`config.mk`:
```
export PLATFORM = sky130hd
export DESIGN_NAME = dslp_top
export DESIGN_NICKNAME = d
export VERILOG_FILES = /design/src/dslp_pkg.sv /design/src/dslp_delay_mem.sv /design/src/dslp_host_port.sv /design/src/dslp_top.sv
export SDC_FILE = /design/constraint.sdc
export NUM_CORES = 1
export LEC_CHECK = 0
export BUFFER_PORTS_ARGS = -buffer_cell sky130_fd_sc_hd__buf_4
export CAP_MARGIN = 25
export CORE_MARGIN = 4
export CORE_UTILIZATION = 60
export CTS_CLUSTER_DIAMETER = 80
export DETAILED_ROUTE_END_ITERATION = 16
export GPL_TIMING_DRIVEN = 0
export PLACE_DENSITY_LB_ADDON = 0.12
export SYNTH_ARGS = -nofsm -noshare
export SYNTH_HDL_FRONTEND = slang
export SYNTH_HIERARCHICAL = 1
export SYNTH_SLANG_ARGS = --single-unit
```
`constraint.sdc`:
```
create_clock -name clk -period 2.6 [get_ports clk]
set_input_delay 0.39 -clock clk [delete_from_list [all_inputs] [get_ports clk]]
set_output_delay 0.39 -clock clk [all_outputs]
set_load 0.01 [all_outputs]
```
`src/dslp_pkg.sv`:
```
// dslp_pkg: constants shared by the dsl pump data port and host port.
// assumes one 250 MHz system clock (4 ns period) drives every register.
package dslp_pkg;

  // ==========================================================
  // clocking
  localparam int unsigned CLK_HZ = 250_000_000;
  localparam int unsigned CLK_NS = 4;
  // ratio of master clock to bit clock
  localparam int unsigned MCLK_PER_BIT = 16;
  localparam int unsigned BIT_KHZ_MIN = 272;
  localparam int unsigned BIT_KHZ_MAX = 1168;
  localparam int unsigned SYM_KHZ_MIN = 136;
  localparam int unsigned SYM_KHZ_MAX = 584;
  // master clock limits, in kHz (4.352 and 18.688 MHz)
  localparam int unsigned MCLK_KHZ_MIN = 4352;
  localparam int unsigned MCLK_KHZ_MAX = 18688;
  // default master clock half period in system cycles: 250e6/(2*8.704e6)
  localparam int unsigned MCLK_HALF_DEF = 14;
  // smallest legal half period: 250 MHz / (2 * 18.688 MHz), rounded up
  localparam int unsigned MCLK_HALF_MIN =
    (CLK_HZ / 1000 + 2 * MCLK_KHZ_MAX - 1) / (2 * MCLK_KHZ_MAX);
  // largest legal half period: 250 MHz / (2 * 4.352 MHz), rounded down
  localparam int unsigned MCLK_HALF_MAX = (CLK_HZ / 1000) / (2 * MCLK_KHZ_MIN);

  // ==========================================================
  // host port
  localparam int unsigned ADDR_W = 4;
  localparam int unsigned DATA_W = 8;
  localparam logic [3:0] ADDR_STATUS0 = 4'h0;
  localparam logic [3:0] ADDR_CTRL = 4'h1;
  localparam logic [3:0] ADDR_SCRATCH = 4'h2;
  localparam logic [3:0] ADDR_ID = 4'h3;
  // identity value, arbitrary
  localparam logic [7:0] ID_VALUE = 8'h5a;
  localparam logic [7:0] CTRL_RST = 8'h00;
  // ctrl field positions
  localparam int unsigned CTRL_MODE_LSB = 0;
  localparam int unsigned CTRL_MODE_W = 3;
  localparam int unsigned CTRL_LOOP_BIT = 3;
  // status0 field positions
  localparam int unsigned ST_FRAME_BIT = 0;
  localparam int unsigned ST_ACT_BIT = 1;
  // minimum reset low time
  localparam int unsigned RST_MIN_NS = 500;
  localparam int unsigned RST_MIN_CYC = (RST_MIN_NS + CLK_NS - 1) / CLK_NS;

  // ==========================================================
  // framing
  localparam int unsigned FRAME_BITS = 48;
  // latency from tx frame to rx frame, in bits (typical)
  localparam int unsigned LAT_BITS_FRAMED = 60;
  localparam int unsigned LAT_BITS_INDEP = 58;

  typedef enum logic [2:0] {
    DSLP_M0, DSLP_M1, DSLP_M2, DSLP_M3, DSLP_M4, DSLP_M5, DSLP_M6, DSLP_M7
  } dslp_mode_t;

  function automatic logic dslp_framed(input logic [2:0] m);
    return (m == 3'h6) || (m == 3'h7);
  endfunction

  function automatic logic dslp_indep(input logic [2:0] m);
    return (m == 3'h4) || (m == 3'h5);
  endfunction

endpackage

```
`src/dslp_delay_mem.sv`:
```
// dslp_delay_mem: small single port ring memory used as the line delay.
// assumes one write and one read of the same slot per bit, registered read.
module dslp_delay_mem #(
  parameter int unsigned DEPTH = 64,
  parameter int unsigned AW = 6
) (
  input wire logic clk,
  input wire logic rst_n,
  input wire logic we,
  input wire logic [AW-1:0] addr,
  input wire logic [1:0] wdata,
  output logic [1:0] rdata_q
);

  initial begin
    if (DEPTH > (1 << AW) || DEPTH < 2) begin
      $error("dslp_delay_mem: depth does not fit address width");
    end
  end

  logic [1:0] mem [DEPTH];

  // ==========================================================
  // storage: read returns the old word, so a slot holds one full lap
  always_ff @(posedge clk) begin
    if (we) begin
      mem[addr] <= wdata;
    end
  end

  always_ff @(posedge clk or negedge rst_n) begin
    if (!rst_n) begin
      rdata_q <= 2'h0;
    end else if (we) begin
      rdata_q <= mem[addr];
    end
  end

endmodule

```
`src/dslp_host_port.sv`:
```
// dslp_host_port: 8-bit asynchronous register port with interrupt.
// assumes strobes are already synchronous to clk and held several cycles.
module dslp_host_port (
  input wire logic clk,
  input wire logic rst_n,
  input wire logic host_select_n,
  input wire logic rd_n,
  input wire logic wr_n,
  input wire logic [3:0] addr,
  input wire logic [7:0] data_in,
  output logic [7:0] data_out_q,
  output logic data_oe_q,
  output logic int_n_q,
  output logic [7:0] ctrl_q,
  input wire logic frame_event,
  input wire logic act_event
);

  logic wr_n_q;
  logic rd_n_q;
  logic [7:0] scratch_q;
  logic [7:0] status_q;
  logic [3:0] rd_addr_q;
  wire wr_rise = wr_n && !wr_n_q && !host_select_n;
  wire rd_rise = rd_n && !rd_n_q;
  wire rd_act = !rd_n && !host_select_n;
  wire clr_st = rd_rise && (rd_addr_q == dslp_pkg::ADDR_STATUS0);
  logic [7:0] rd_mux;

  // read selection
  always_comb begin
    unique case (addr)
      dslp_pkg::ADDR_STATUS0: rd_mux = status_q;
      dslp_pkg::ADDR_CTRL: rd_mux = ctrl_q;
      dslp_pkg::ADDR_SCRATCH: rd_mux = scratch_q;
      dslp_pkg::ADDR_ID: rd_mux = dslp_pkg::ID_VALUE;
      default: rd_mux = 8'h00;
    endcase
  end

  // ==========================================================
  // write on the strobe's rising edge while selected
  always_ff @(posedge clk or negedge rst_n) begin
    if (!rst_n) begin
      wr_n_q <= 1'b1;
      rd_n_q <= 1'b1;
      ctrl_q <= dslp_pkg::CTRL_RST;
      scratch_q <= 8'h00;
    end else begin
      wr_n_q <= wr_n;
      rd_n_q <= rd_n;
      if (wr_rise && addr == dslp_pkg::ADDR_CTRL) ctrl_q <= data_in;
      if (wr_rise && addr == dslp_pkg::ADDR_SCRATCH) scratch_q <= data_in;
    end
  end

  // ==========================================================
  // bus drive: on while read low and selected, off once read rises or select drops
  always_ff @(posedge clk or negedge rst_n) begin
    if (!rst_n) begin
      data_oe_q <= 1'b0;
      data_out_q <= 8'h00;
      rd_addr_q <= 4'h0;
    end else begin
      data_oe_q <= rd_act;
      if (rd_act) begin
        data_out_q <= rd_mux;
        rd_addr_q <= addr;
      end
    end
  end

  // ==========================================================
  // sticky status; a new event beats the clear by read
  always_ff @(posedge clk or negedge rst_n) begin
    if (!rst_n) begin
      status_q <= 8'h00;
      int_n_q <= 1'b1;
    end else begin
      status_q[7:2] <= 6'h00;
      status_q[dslp_pkg::ST_FRAME_BIT] <= frame_event ||
        (status_q[dslp_pkg::ST_FRAME_BIT] && !clr_st);
      status_q[dslp_pkg::ST_ACT_BIT] <= act_event ||
        (status_q[dslp_pkg::ST_ACT_BIT] && !clr_st);
      int_n_q <= !(frame_event || act_event || ((|status_q) && !clr_st));
    end
  end

endmodule

```
`src/dslp_top.sv`:
```
// dslp_top: data port clocking, serial framing and host port of a dsl pump.
// assumes inputs synchronous to clk; the line itself is modelled as a
// loop delay from transmit to receive so the data path is exercised.
module dslp_top #(
  parameter int unsigned MCLK_HALF = dslp_pkg::MCLK_HALF_DEF,
  parameter int unsigned FRAME_BITS = dslp_pkg::FRAME_BITS
) (
  input wire logic clk,
  input wire logic rst_n,
  // serial data port
  input wire logic tx_data,
  input wire logic tx_frame_pulse,
  output logic rx_data_q,
  output logic rx_frame_pulse_q,
  output logic rx_data_status_q,
  output logic master_clock_out_q,
  output logic bit_clock_q,
  output logic tx_bit_clock_q,
  output logic rx_bit_clock_q,
  output logic symbol_clock_q,
  output logic tx_symbol_clock_q,
  output logic rx_symbol_clock_q,
  input wire logic activation_request,
  output logic activation_q,
  // host port
  input wire logic host_select_n,
  input wire logic rd_n,
  input wire logic wr_n,
  input wire logic [3:0] addr,
  input wire logic [7:0] data_in,
  output logic [7:0] data_out_q,
  output logic data_oe_q,
  output logic int_n_q
);

  initial begin
    if (MCLK_HALF < dslp_pkg::MCLK_HALF_MIN || MCLK_HALF > dslp_pkg::MCLK_HALF_MAX) begin
      $error("dslp_top: master clock half period out of range");
    end
    if (FRAME_BITS < 2 || FRAME_BITS > 255) begin
      $error("dslp_top: frame length unsupported");
    end
  end

  localparam int unsigned DLY_BITS = dslp_pkg::LAT_BITS_FRAMED;
  localparam int unsigned HALF_BIT = dslp_pkg::MCLK_PER_BIT / 2;

  // ==========================================================
  // master clock divider
  logic [7:0] mdiv_q;
  logic [3:0] mcnt_q;
  logic [1:0] act_sh_q;
  logic [7:0] act_cnt_q;
  logic act_last_q;
  logic [7:0] ctrl;
  logic frame_event;
  logic act_event;
  wire mclk_tick = (mdiv_q == 8'(MCLK_HALF - 1));
  wire m_rise = mclk_tick && !master_clock_out_q;
  // bit clock edges: bit high while master count is in its first half
  wire b_rise = m_rise && (mcnt_q == 4'h0);
  wire b_fall = m_rise && (mcnt_q == 4'(HALF_BIT));
  wire [2:0] mode = ctrl[dslp_pkg::CTRL_MODE_LSB +: dslp_pkg::CTRL_MODE_W];
  wire framed = dslp_pkg::dslp_framed(mode);
  wire indep = dslp_pkg::dslp_indep(mode);
  wire tx_take = framed ? b_rise : b_fall;
  wire rx_move = framed ? b_fall : b_rise;

  always_ff @(posedge clk or negedge rst_n) begin
    if (!rst_n) begin
      mdiv_q <= 8'h00;
      master_clock_out_q <= 1'b0;
    end else begin
      mdiv_q <= mclk_tick ? 8'h00 : mdiv_q + 8'h01;
      if (mclk_tick) master_clock_out_q <= !master_clock_out_q;
    end
  end

  // ==========================================================
  // bit and symbol clocks, sixteen master periods per bit
  always_ff @(posedge clk or negedge rst_n) begin
    if (!rst_n) begin
      mcnt_q <= 4'h0;
      bit_clock_q <= 1'b0;
      tx_bit_clock_q <= 1'b0;
      rx_bit_clock_q <= 1'b0;
      symbol_clock_q <= 1'b0;
      tx_symbol_clock_q <= 1'b0;
      rx_symbol_clock_q <= 1'b0;
    end else begin
      if (m_rise) mcnt_q <= mcnt_q + 4'h1;
      if (b_rise || b_fall) begin
        bit_clock_q <= b_rise;
        tx_bit_clock_q <= b_rise;
        rx_bit_clock_q <= b_rise;
      end
      // symbol clock toggles on each bit rise: half the bit rate
      if (b_rise) begin
        symbol_clock_q <= !symbol_clock_q;
        tx_symbol_clock_q <= !tx_symbol_clock_q;
        rx_symbol_clock_q <= !rx_symbol_clock_q;
      end
    end
  end

  // ==========================================================
  // transmit capture and frame pulse sampling
  logic tx_bit_q;
  logic tx_fp_q;
  logic tx_take_q;
  always_ff @(posedge clk or negedge rst_n) begin
    if (!rst_n) begin
      tx_bit_q <= 1'b0;
      tx_fp_q <= 1'b0;
      tx_take_q <= 1'b0;
    end else begin
      tx_take_q <= tx_take;
      if (tx_take) tx_bit_q <= tx_data;
      if (b_rise) tx_fp_q <= tx_frame_pulse;
      else if (tx_take) tx_fp_q <= 1'b0;
    end
  end

  // ==========================================================
  // loop delay line: bit and frame marker travel together
  logic [5:0] wptr_q;
  logic [1:0] dly_out;
  // the lap is one bit short: the receive word register adds the last bit
  wire [5:0] last_slot = indep ? 6'(dslp_pkg::LAT_BITS_INDEP - 2) : 6'(DLY_BITS - 2);
  always_ff @(posedge clk or negedge rst_n) begin
    if (!rst_n) begin
      wptr_q <= 6'h00;
    end else if (tx_take_q) begin
      wptr_q <= (wptr_q >= last_slot) ? 6'h00 : wptr_q + 6'h01;
    end
  end

  dslp_delay_mem #(
    .DEPTH(DLY_BITS),
    .AW(6)
  ) u_dly (
    .clk(clk),
    .rst_n(rst_n),
    .we(tx_take_q),
    .addr(wptr_q),
    .wdata({tx_fp_q, tx_bit_q}),
    .rdata_q(dly_out)
  );

  // ==========================================================
  // receive side: frame counting and status
  logic [7:0] rx_cnt_q;
  logic rx_locked_q;
  logic [1:0] rx_word_q;
  wire rx_fp_in = rx_word_q[1] && framed;
  wire rx_wrap = (rx_cnt_q == 8'(FRAME_BITS - 1));
  always_ff @(posedge clk or negedge rst_n) begin
    if (!rst_n) begin
      rx_word_q <= 2'h0;
      rx_cnt_q <= 8'h00;
      rx_locked_q <= 1'b0;
    end else begin
      if (tx_take_q) rx_word_q <= dly_out;
      if (b_fall) begin
        if (rx_fp_in) begin
          rx_cnt_q <= 8'h00;
          rx_locked_q <= 1'b1;
        end else begin
          rx_cnt_q <= rx_wrap ? 8'h00 : rx_cnt_q + 8'h01;
        end
      end
    end
  end

  // outputs change only on the documented bit clock edge
  always_ff @(posedge clk or negedge rst_n) begin
    if (!rst_n) begin
      rx_data_q <= 1'b0;
      rx_frame_pulse_q <= 1'b0;
      rx_data_status_q <= 1'b0;
    end else begin
      if (rx_move) rx_data_q <= rx_word_q[0];
      if (b_fall) rx_frame_pulse_q <= rx_fp_in;
      // status: valid data once a frame marker has been received, or always outside framed modes
      if (b_fall) rx_data_status_q <= rx_locked_q || !framed;
    end
  end

  assign frame_event = b_fall && rx_fp_in;

  // ==========================================================
  // activation request: a level counts only after two bit highs
  wire act_lvl = act_sh_q[1];
  always_ff @(posedge clk or negedge rst_n) begin
    if (!rst_n) begin
      act_sh_q <= 2'h0;
      act_cnt_q <= 8'h00;
      act_last_q <= 1'b0;
      activation_q <= 1'b0;
    end else begin
      act_sh_q <= {act_sh_q[0], activation_request};
      if (act_lvl != act_last_q) begin
        act_last_q <= act_lvl;
        act_cnt_q <= 8'h00;
      end else if (b_fall && act_cnt_q != 8'h02) begin
        act_cnt_q <= act_cnt_q + 8'h01;
      end
      // filter glitch shorter than two bit clock high pulses
      if (act_cnt_q == 8'h02) activation_q <= act_last_q;
    end
  end

  assign act_event = (act_cnt_q == 8'h02) && (activation_q != act_last_q);

  // ==========================================================
  // host register port
  dslp_host_port u_host (
    .clk(clk),
    .rst_n(rst_n),
    .host_select_n(host_select_n),
    .rd_n(rd_n),
    .wr_n(wr_n),
    .addr(addr),
    .data_in(data_in),
    .data_out_q(data_out_q),
    .data_oe_q(data_oe_q),
    .int_n_q(int_n_q),
    .ctrl_q(ctrl),
    .frame_event(frame_event),
    .act_event(act_event)
  );

endmodule

```
# Word-level counts from Yosys, hierarchy flattened
# Memories as Yosys holds them, arrays and structs flattened. A register that Yosys moved wholly into a read port is not among the register bits.
# Index checks and enable logic that the tools add are counted.
op_classes:
  n_reduce_logical: 44
  add_sub_neg: 4
  magnitude_cmp: 1
  n_mux: 12
  n_eq_ne: 13
ops:
  columns: ["operator", "count"]
  rows:
  - ["case mux 8 bit (4 select lines)", 1]
  - ["2-to-1 mux 8 bit", 3]
  - ["logical AND 1 bit", 17]
  - ["adder 8 x 1 -> 8 bit (second input constant)", 2]
  - ["equality test 3 bit (second input constant)", 4]
  - ["zero test 1 bit", 12]
  - ["zero test 4 bit", 3]
  - ["equality test 4 x 2 -> 1 bit (second input constant)", 2]
  - ["equality test 8 x 2 -> 1 bit (second input constant)", 1]
  - ["equality test 8 x 4 -> 1 bit (second input constant)", 1]
  - ["logical OR 1 bit", 8]
  - ["!= test 8 x 2 -> 1 bit (second input constant)", 1]
  - ["adder 6 x 1 -> 6 bit (second input constant)", 1]
  - [">= comparator 6 bit", 1]
  - ["2-to-1 mux 1 bit", 6]
  - ["2-to-1 mux 6 bit", 1]
  - ["adder 4 x 1 -> 4 bit (second input constant)", 1]
  - ["equality test 4 x 1 -> 1 bit (second input constant)", 1]
  - ["equality test 4 bit (second input constant)", 1]
  - ["nonzero test 2 bit", 2]
  - ["2-to-1 mux 2 bit", 1]
  - ["!= test 1 bit", 2]
  - ["AND reduction 2 bit", 1]
  - ["OR reduction 2 bit", 1]
totals:
  output_inout_bits: 21
  regBits: 78
  in_bits: 20
  n_memories: 1
  mem_bits_rw: 120
mem_list:
  columns: ["name", "words", "width", "rd", "rd_clocked_by_memory_dff", "write_ports", "line_no", "text"]
  rows:
  - ["u_dly.mem", 60, 2, 1, 1, 1, "dslp_delay_mem.sv:21", "logic [1:0] mem [DEPTH];"]

# Longest topological paths before layout
# Gate-level depths: netlist of the first run.
depth:
  ltp_word: 7
  depth_mapped: 9

# Hierarchy
# Netlist of the first run, hierarchy kept.
modules_own_cells:
  columns: ["module", "instances", "cells_each", "area_each_um2", "seq_area_each_um2"]
  rows:
  - ["dslp_delay_mem", 1, 345, 5159.9, 3653.5]
  - ["dslp_top", 1, 186, 2045.7, 1101.1]
  - ["dslp_host_port", 1, 112, 1396.3, 854.6]

# Worst setup path after synthesis of the first run
# No wires, ideal clock.
synth_timing:
  path_type: "register to register"
  start: "reg wptr_q[2]"
  end: "mem u_dly.mem[48][0] (enable)"
  slack_ns: 0.754
  t_arrival_ns: 1.535
  path_buffers: 3
  required_ns: 2.289
  period_less_slack_ns: 1.846
  setup_time_ns: 0.311
  path_stages_with_launch: 7
  cell_sequence: "dfrtp_1 -> buf_4 -> buf_2 -> buf_2 -> nor2b_1 -> nand2_1 -> nor2_1"
synth_rtl:
  columns: ["item", "line_no", "text"]
  rows:
  - ["start: declaration", "dslp_top.sv:126", "logic [5:0] wptr_q;"]
  - ["start signal: assignment", "dslp_top.sv:134", "wptr_q <= (wptr_q >= last_slot) ? 6'h00 : wptr_q + 6'h01;"]
  - ["end: declaration", "dslp_delay_mem.sv:21", null]
# Straight into the memory's write port.

# Worst setup path in the final report of the first run
layout_timing:
  start: "reg wptr_q[2]"
  end: "mem u_dly.mem[6][1] (enable)"
# Straight into the memory's write port.

==> results of run 1 <==
==> how the worst max path moves through the flow <==
stage	slack, ns	end	from	depth (start not counted)
floorplan	0.75	u_dly/mem[48][0]	wptr_q[2]	6
global placement	0.03	u_dly/mem[55][0]	wptr_q[2]	5
detailed placement	-0.04	u_dly/mem[31][0]	wptr_q[2]	5
CTS	0.01	u_dly/mem[6][1]	wptr_q[2]	5
global route	-0.1	u_dly/mem[6][1]	wptr_q[2]	5
finish	-0.05	u_dly/mem[6][1]	wptr_q[2]	5
==> report_power, final <==
part | internal (W) | total, W | switching [W]
Clock | 0.00137 | 0.00253 | 0.00116
Combinational | 0.0000837 | 0.000171 | 0.0000871
Sequential | 0.00341 | 0.00346 | 0.0000477
Total | 0.00486 | 0.00616 | 0.00130
==> critical path, cell delays in order (launching register included) <==
cell and delay (ns):
dfrtp_1 0.64, buf_4 0.29, buf_2 0.31, buf_2 0.31
nand3_1 0.42, nor2_1 0.35
==> layer usage <==
| layer | wire length (um) | vias up | global-route usage (%) |
|---|---|---|---|
| met5 | 0 | - | 0 |
| met4 | 472 | 0 | 8.74 |
| met3 | 1440 | 46 | 4.38 |
| met2 | 9210 | 273 | 39.0 |
| met1 | 7390 | 2775 | 32.3 |
| li1 | - | 2510 | - |
==> synthesized netlist by cell type, types with 3 or more instances <==
cell | instances | area, um^2
a211oi_1 | 5 | 37.5
a22o_1 | 4 | 35.0
o21ai_0 | 12 | 60.1
nor4_1 | 3 | 18.8
nor2_1 | 86 | 323
mux2_2 | 33 | 372
or3_1 | 4 | 25.0
a31o_2 | 3 | 26.3
ha_1 | 8 | 100
xor2_1 | 10 | 87.6
edfxtp_1 | 120 | 3600
o22ai_1 | 3 | 18.8
clkbuf_1 | 7 | 26.3
or4_1 | 3 | 22.5
and3_1 | 6 | 37.5
o31ai_1 | 7 | 52.6
nor2b_1 | 7 | 43.8
inv_1 | 11 | 41.3
or2_2 | 4 | 25.0
buf_6 | 4 | 45.0
a21o_1 | 4 | 30.0
a31oi_1 | 4 | 25.0
dfstp_2 | 3 | 78.8
nand2_1 | 45 | 169
dfrtp_1 | 77 | 1930
a21oi_1 | 22 | 110
mux2i_1 | 11 | 110
nand3_2 | 3 | 30.0
a22oi_1 | 12 | 90.1
buf_2 | 11 | 55.1
mux4_2 | 7 | 158
and2_1 | 5 | 31.3
nand2b_1 | 5 | 31.3
xnor2_1 | 8 | 70.1
a221oi_1 | 7 | 61.3
nand3_1 | 17 | 85.1
buf_4 | 7 | 52.6
nand3b_1 | 6 | 45.0
==> timing repair <==
item                                    in CTS  in global routing
endpoints found under the setup margin      16                 65
resized for setup                            2                  0
hold endpoints to repair                     0                  2
hold buffers                                 0                  1
pin swaps                                    0                  0
==> stage by stage <==
stage / util (%) / setup TNS, ns
floorplan: - / 0
global placement: 65.4 / 0
detailed placement: 65.5 / -0.262
CTS: 69.7 / 0
global route: 69.9 / -3.48
finish: 69.9 / -0.615
==> sequential cells by signal (all words and copies together) (netlist names), 2 cells and up <==
signal	flops
u_dly/mem	120
act_cnt_q	8
mdiv_q	8
u_host/ctrl_q	8
u_host/data_out_q	8
u_host/scratch_q	8
wptr_q	6
mcnt_q	4
u_host/rd_addr_q	4
act_sh_q	2
rx_word_q	2
u_dly/rdata_q	2
u_host/status_q	2
==> final cells by class <==
| class | count | area (um^2) | area share (%) |
|---|---|---|---|
| flip-flops and latches | 200 | 5610 | 57.6 |
| multi-input cells | 399 | 2760 | 28.3 |
| repair buffers | 41 | 330 | 3.39 |
| clock inverters | 12 | 86.3 | 0.886 |
| plain buffers | 32 | 201 | 2.07 |
| inverters | 12 | 45.0 | 0.462 |
| well taps | 180 | 225 | 2.31 |
| clock buffers | 20 | 489 | 5.02 |
==> layout by cell type, fill, tap and decap left out, types with 5 or more instances in the layout <==
| cell type | count |
|---|---|
| ha_1 | 8 |
| xnor2_1 | 8 |
| buf_2 | 11 |
| inv_1 | 11 |
| nor2b_1 | 7 |
| nand3b_1 | 6 |
| edfxtp_1 | 120 |
| buf_4 | 46 |
| and3_1 | 6 |
| mux2_2 | 33 |
| dfrtp_1 | 75 |
| nand3_1 | 15 |
| a21oi_1 | 22 |
| mux4_2 | 7 |
| a221oi_1 | 7 |
| and2_1 | 5 |
| clkinvlp_4 | 5 |
| nand2b_1 | 5 |
| o31ai_1 | 7 |
| clkbuf_16 | 19 |
| nor2_1 | 86 |
| a211oi_1 | 5 |
| a22oi_1 | 12 |
| nand2_1 | 45 |
| mux2i_1 | 11 |
| o21ai_0 | 12 |
| xor2_1 | 10 |
| clkbuf_1 | 7 |
| nand3_2 | 5 |
==> cell families (layout without fill, tap and decap cells) <==
| group | count (synthesis) | after routing | share of synthesized area (%) |
|---|---|---|---|
| buffers and inverters | 44 | 117 | 2.87 |
| XOR/XNOR | 18 | 18 | 1.83 |
| flip-flops | 200 | 200 | 65.2 |
| AO/OA/AOI/OAI | 107 | 107 | 8.87 |
| adder cells (fa/ha/maj) | 8 | 8 | 1.16 |
| AND/OR/NAND/NOR | 214 | 214 | 12.5 |
| multiplexers | 52 | 52 | 7.61 |
==> impl_metrics.tcl, run 1 <==
set metrics [dict create \
    grt_pass1_vias 5603 \
    startpoint_type "flop" \
    hp-start "activation_request" \
    violations "negative setup slack" \
    netlist_instances 643 \
    min_period_ns 2.65 \
    cts_num_sinks 200 \
    slew_viol_final 0 \
    whs_path_depth 1 \
    clk_path_buf_depth 2 \
    cts_setup_buffers 0 \
    drt_wl_total_um 18500 \
    place_ws_ns -0.0399 \
    start_util_pct 61.7 \
    timing.final.crit_share_pct 102 \
    syn2layout_area_growth_pct 13.3 \
    synth-seq-cells 200 \
    setup_slack_ns -0.0541 \
    dp_hpwl_um 12000 \
    postRouteAntennaNets 0 \
    cts-htree-levels 4 \
    io_buffers 39 \
    p_leak_nw 3.80 \
    total_power_w 0.00616 \
    crit_type "flop to flop" \
    synth_cell_types 74 \
    reg2reg_to "u_dly/mem[6][1]" \
    arrival_ns 2.76 \
    critPathCaptureType "flop" \
    holdPathEnd "act_sh_q[0]" \
    synth_area_um2 8600 \
    placed_area_um2 9120 \
    io-pin-count 41 \
    grt_setup_unrepaired "true" \
    grt_overflow 0 \
    finalWeightedCongestion 0.903 \
    tightest_slew_ns 1.00 \
    final_nets 731 \
    relSlewSlack_pct 33.1 \
    maxCapViolations 0 \
    rows 43 \
    drt-pass1-iter-count 5 \
    clock_skew_ns 0.00998 \
    async_flop_share_pct 40.0 \
    wire_per_inst_um 20.7 \
    setup_viol_count_final 36 \
    viasPerCell 6.25 \
    final_area_um2 9750 \
    crit_fanout 10 \
    hold_violations 0 \
    syn_area_per_cell_um2 13.4 \
    max-vdd-ir-drop_v 0.000396 \
    grt_usage_pct 23.8 \
    final_cells 896 \
    vias 5604 \
    antenna_found_initial 0 \
    clock-root-buffer "clkbuf_16" \
    core-area_um2 13900 \
    grt_pass1_wl_um 29700 \
    grt_max_degree 81 \
    ys_warn_count 6 \
    drc 0 \
    status "complete, but fails checks" \
    crit_required_ns 2.71 \
    cts_tree "yes" \
    syn_nets 671 \
    antennaDiodeCount 0 \
    synth-seq-area-share_pct 65.2 \
    worst_hold_slack_ns 0.0641 \
    ys.flop_type "edfxtp_1" \
    synth-edff-count 120 \
    clk_transition_reported_paths_ns 0.07 \
    worstRegToRegCells 5 \
    die_h_um 128 \
    post-place-cells 862 \
    dieArea_um2 16300 \
    drive_gt1_share_pct 23.2 \
    drt_iter0_drc 558 \
    clock_latency_ns 0.43 \
    hp-class "input pin to flop" \
    die_w_um 128 \
    max_freq_ghz 0.377 \
    powerDensity_nw_per_um2 632 \
    nFillCells 983 \
    cts_buffers 17 \
    rrSetupSlack_ns -0.05 \
    r2r-start "wptr_q[2]" \
]
No activity file was read; power rests on OpenSTA's default activity.
==> inputs of run 2 (changes only) <==
--- a/config.mk
+++ b/config.mk
@@ -12,6 +12,7 @@
 export CTS_CLUSTER_DIAMETER = 80
 export DETAILED_ROUTE_END_ITERATION = 16
 export GPL_TIMING_DRIVEN = 0
+export HOLD_SLACK_MARGIN = 0.1
 export PLACE_DENSITY_LB_ADDON = 0.12
 export SYNTH_ARGS = -nofsm -noshare
 export SYNTH_HDL_FRONTEND = slang
==> run 2 against run 1 <==
Net effect:
- the run still ends with negative setup slack left
- final area is 0.31% higher
- sequential power hardly changed
- global-route usage is 0.081 points higher
- non-clock buffer count is 3 higher
- maximum frequency is 0.11% higher
- hold slack better by 0.10 ns
==> impl_metrics.tcl, run 2 (synthesized netlist as in run 1, its figures left out) <==
set metrics [dict create \
    crit_required_ns 2.71 \
    powerDensity_nw_per_um2 630 \
    startpoint_type "flop" \
    grt_max_degree 81 \
    min_period_ns 2.65 \
    slew_viol_final 0 \
    grt_pass1_wl_um 29800 \
    drt_iter0_drc 487 \
    max-vdd-ir-drop_v 0.000397 \
    tightest_slew_ns 0.997 \
    rows 43 \
    total_power_w 0.00616 \
    placed_area_um2 9120 \
    drc 0 \
    max_freq_ghz 0.377 \
    grt_setup_unrepaired "true" \
    cts-htree-levels 4 \
    timing.final.crit_share_pct 102 \
    layout_common_cells "edfxtp_1 (120), nor2_1 (86), dfrtp_1 (75), buf_4 (46), nand2_1 (45)" \
    crit_type "flop to flop" \
    maxCapViolations 0 \
    violations "negative setup slack" \
    start_util_pct 61.7 \
    layout_commonest_cell "edfxtp_1" \
    vias 5551 \
    finalWeightedCongestion 0.903 \
    wire_per_inst_um 20.6 \
    grt_overflow 0 \
    status "complete, but fails checks" \
    largest_reg_flops 120 \
    io_buffers 39 \
    die_w_um 128 \
    p_leak_nw 3.81 \
    cts_buffers 17 \
    clk_path_buf_depth 2 \
    viasPerCell 6.17 \
    antennaDiodeCount 0 \
    cts_num_sinks 200 \
    io-pin-count 41 \
    core-area_um2 13900 \
    cts_tree "yes" \
    critPathCaptureType "flop" \
    arrival_ns 2.76 \
    drive_gt1_share_pct 23.1 \
    setup_slack_ns -0.0510 \
    nFillCells 976 \
    regMostFlops "u_dly/mem" \
    clock-root-buffer "clkbuf_16" \
    clock_skew_ns 0.00956 \
    setup_viol_count_final 34 \
    clock_latency_ns 0.43 \
    hold_violations 0 \
    final_area_um2 9780 \
    drt_wl_total_um 18500 \
    drt-pass1-iter-count 5 \
    grt_pass1_vias 5616 \
    grt_usage_pct 23.9 \
    crit_fanout 10 \
    syn2layout_area_growth_pct 13.6 \
    postRouteAntennaNets 0 \
    relSlewSlack_pct 33.6 \
    final_nets 734 \
    antenna_found_initial 0 \
    die_h_um 128 \
    dp_hpwl_um 12000 \
    clk_transition_reported_paths_ns 0.07 \
    hp-class "input pin to flop" \
    dieArea_um2 16300 \
]
[run 2: per-stage QoR]
step                setup slack (ns)  utilization (%)  hold WS (ns)  std cells  setup TNS, ns
finish                       -0.0510             70.2         0.169        899         -0.596
global route                 -0.0995             70.2         0.177        899          -3.48
CTS                           0.0123             69.9         0.139        897              0
detailed placement           -0.0399             65.5         0.336        862         -0.262
global placement              0.0313             65.4         0.346        862              0
floorplan                      0.754                -        0.0944        643              0
[run 2: path summary, 6_finish.rpt]
kind	startpoint	to	slack (ns)	cells past startpoint
max	wptr_q[2]	u_dly/mem[6][0]	-0.05	5
min	addr[2]	u_host/rd_addr_q[2]	0.17	3
max reg2reg	wptr_q[2]	u_dly/mem[6][0]	-0.05	5
min reg2reg	act_sh_q[0]	act_sh_q[1]	0.36	0
max in group asynchronous	rst_n	u_host/wr_n_q	1.74	3
min in group asynchronous	rst_n	mdiv_q[0]	0.28	2
[run 2: critical path, cell delays in order, from the launching register on]
cell	delay, ns
dfrtp_1	0.65
buf_4	0.29
buf_2	0.30
buf_2	0.30
nand3_1	0.42
nor2_1	0.36
[run 2: final cells by class]
class	count	area, um^2	share of cell area [%]
multi-input combinational	399	2760	28.2
clock inverter	12	86.3	0.883
clock buffer	20	489	5.00
tap	180	225	2.30
buffer	32	201	2.06
inverter	12	45.0	0.461
timing repair buffer	44	360	3.69
sequential	200	5610	57.4
[run 2: repair_timing]
| action | in CTS | in global routing |
|---|---|---|
| hold buffers | 3 | 1 |
| endpoints found under the setup margin | 16 | 65 |
| resized for setup | 2 | 0 |
| endpoints found under the hold margin | 3 | 77 |
| setup buffers | 0 | 0 |
[run 2: layer usage]
metal | vias to the layer above | wire length, um | track usage, %
li1 | 2513 | - | -
met1 | 2747 | 7450 | 32.3
met2 | 246 | 9290 | 39.2
met3 | 45 | 1280 | 4.38
met4 | 0 | 460 | 8.74
met5 | - | 0 | 0
[run 2: power breakdown]
group	total [W]	internal, W	switching [W]	leakage [nW]
registers	0.00346	0.00341	0.0000475	2.26
clock network	0.00253	0.00137	0.00116	0.270
logic	0.000175	0.0000867	0.0000879	1.28
total	0.00616	0.00487	0.00129	3.81
==> inputs of run 3 (changes only) <==
--- a/config.mk
+++ b/config.mk
@@ -14,6 +14,7 @@
 export GPL_TIMING_DRIVEN = 0
 export HOLD_SLACK_MARGIN = 0.1
 export PLACE_DENSITY_LB_ADDON = 0.12
+export SETUP_SLACK_MARGIN = 0.2
 export SYNTH_ARGS = -nofsm -noshare
 export SYNTH_HDL_FRONTEND = slang
 export SYNTH_HIERARCHICAL = 1
==> run 3 against run 2 <==
Net effect:
- maximum frequency up 13%
- power about the same
- via count up 0.52%
- the run now ends clean
- highest routed layer unchanged
- register-to-register slack better by 0.30 ns
- hold slack worse by 0.0012 ns
- largest cell class unchanged
- non-clock buffer count unchanged
- clock power about the same
- sequential cell count unchanged
- cell count unchanged
==> impl_metrics.tcl, run 3 (synthesized netlist as in run 1, its figures left out) <==
set metrics [dict create \
    cts_tree "yes" \
    cts_num_sinks 200 \
    crit_required_ns 2.91 \
    tightest_slew_ns 0.998 \
    intPower_w 0.00486 \
    r2r-start "wptr_q[1]" \
    whs_path_depth 3 \
    switching_share_pct 21.0 \
    core-area_um2 13900 \
    drc 0 \
    rrSetupSlack_ns 0.25 \
    nFillCells 970 \
    max_stage_delay_ns 0.43 \
    start_util_pct 61.7 \
    postRouteAntennaNets 0 \
    antenna_found_initial 0 \
    holdPathEnd "u_host/rd_addr_q[2]" \
    die_w_um 128 \
    grt_setup_unrepaired "false" \
    cp-startpoint "wptr_q[1]" \
    grt_max_degree 81 \
    drive_gt1_share_pct 24.3 \
    cp_slowest_cell "dfrtp_1" \
    post-place-cells 862 \
    cts-htree-levels 4 \
    worst_hold_slack_ns 0.167 \
    startpoint_type "flop" \
    layout_commonest_cell "edfxtp_1" \
    worstRegToRegCells 8 \
    slew_viol_final 0 \
    layout_common_cells "edfxtp_1 (120), nor2_1 (85), dfrtp_1 (74), buf_4 (46), nand2_1 (41)" \
    drt_iter0_drc 580 \
    dieArea_um2 16300 \
    vias 5580 \
    max-vdd-ir-drop_v 0.000399 \
    arrival_ns 2.66 \
    rows 43 \
    clk_transition_reported_paths_ns 0.07 \
    grt_pass1_vias 5622 \
    p_sw_w 0.00130 \
    pwr-share-seq_pct 56.1 \
    min_period_ns 2.35 \
    crit_type "flop to flop" \
    drt_wl_total_um 18500 \
    finalWeightedCongestion 0.903 \
    cts_setup_buffers 0 \
    die_h_um 128 \
    cts_buffers 17 \
    wl_met3_um 1360 \
    grt_usage_pct 23.9 \
    clock_latency_ns 0.43 \
    hold_violations 0 \
    powerDensity_nw_per_um2 628 \
    grt_pass1_wl_um 29800 \
    hp-start "addr[2]" \
    dp_hpwl_um 12000 \
    relSlewSlack_pct 33.5 \
    crit_chain "buf_6 > nor2b_1 > buf_2 > a221oi_1 > a21oi_1 > o21bai_1 > o221ai_1 > o32a_1" \
    crit_fanout 10 \
    critPathCaptureType "flop" \
    fin_util_pct 70.4 \
    met1_length_um 7330 \
    antennaDiodeCount 0 \
    wire_per_inst_um 20.6 \
    timing.final.crit_share_pct 90.2 \
    p_clk_share_pct 41.1 \
    maxUsedRoutingLayer "met4" \
    io-pin-count 41 \
    regMostFlops "u_dly/mem" \
    status "finished clean" \
    p_leak_nw 3.81 \
    clock_skew_ns 0.0111 \
    setup_viol_count_final 0 \
    combinationalPowerShare_pct 2.8 \
    io_buffers 39 \
    max_freq_ghz 0.426 \
    clk_path_buf_depth 2 \
    grt_overflow 0 \
    final_nets 734 \
    drt-pass1-iter-count 5 \
    maxCapViolations 0 \
    setup_tns_ns 0 \
    syn2layout_area_growth_pct 14.1 \
    clock-root-buffer "clkbuf_16" \
    viasPerCell 6.21 \
    met2_length_um 9280 \
    final_cells 899 \
    reg2reg_to "u_dly/rdata_q[0]" \
    hp-class "input pin to flop" \
    largest_reg_flops 120 \
]
run 3: cell count changes in the layout (fill, tap and decap cells not counted), moves of 2 or more:
cell | before | now
nand2_1 | 45 | 41
nand3_1 | 15 | 13
clkbuf_4 | 0 | 2
nand2_2 | 1 | 5
buf_2 | 11 | 9
run 3: stage by stage:
step                total power [W]  setup WS (ns)  cell area, um^2
floorplan                   0.00359          0.754             8600
global placement            0.00368         0.0313             9120
detailed placement          0.00369        -0.0399             9120
CTS                         0.00619          0.153             9750
global route                0.00637          0.209             9810
finish                      0.00616          0.254             9810
run 3: cell type report:
class	count	area (um^2)	share of cell area, %
multi-input combinational	399	2790	28.4
clock buffer	20	489	4.98
tap	180	225	2.29
timing repair buffer	44	360	3.67
buffer	32	206	2.10
clock inverter	12	86.3	0.880
inverter	12	45.0	0.459
sequential	200	5610	57.2
run 3: worst max path at each step:
stage,end,slack [ns],depth (start not counted)
global placement,u_dly/mem[55][0],0.03,5
CTS,u_dly/mem[51][0],0.15,6
detailed placement,u_dly/mem[31][0],-0.04,5
finish,u_dly/rdata_q[0],0.25,8
global route,u_dly/mem[51][0],0.21,6
floorplan,u_dly/mem[48][0],0.75,6
run 3: power by group through the flow:
stage / logic, W / clock network [W] / registers, W
after floorplan: 0.0000864 / 0 / 0.00351
after global placement: 0.000160 / 0 / 0.00352
after detailed placement: 0.000167 / 0 / 0.00352
after CTS: 0.000171 / 0.00256 / 0.00346
after global routing: 0.000195 / 0.00271 / 0.00346
final: 0.000175 / 0.00253 / 0.00346
run 3: repair_timing:
item	in CTS	in global routing
hold endpoints to repair	3	77
resized for setup	6	8
endpoints found under the setup margin	114	84
pin swaps	0	0
hold buffers	3	1
run 3: critical path, delay by kind of cell, from the launching register on:
kind | cells | cell delay (ns)
buf+inv | 2 | 0.42
compound gates | 5 | 1.16
simple gates | 1 | 0.21
flops | 1 | 0.43
run 3: routing by layer:
metal | vias up | track usage, %
met2 | 270 | 39.0
met3 | 43 | 4.17
met1 | 2755 | 32.2
met5 | - | 0
met4 | 0 | 9.43
li1 | 2512 | -
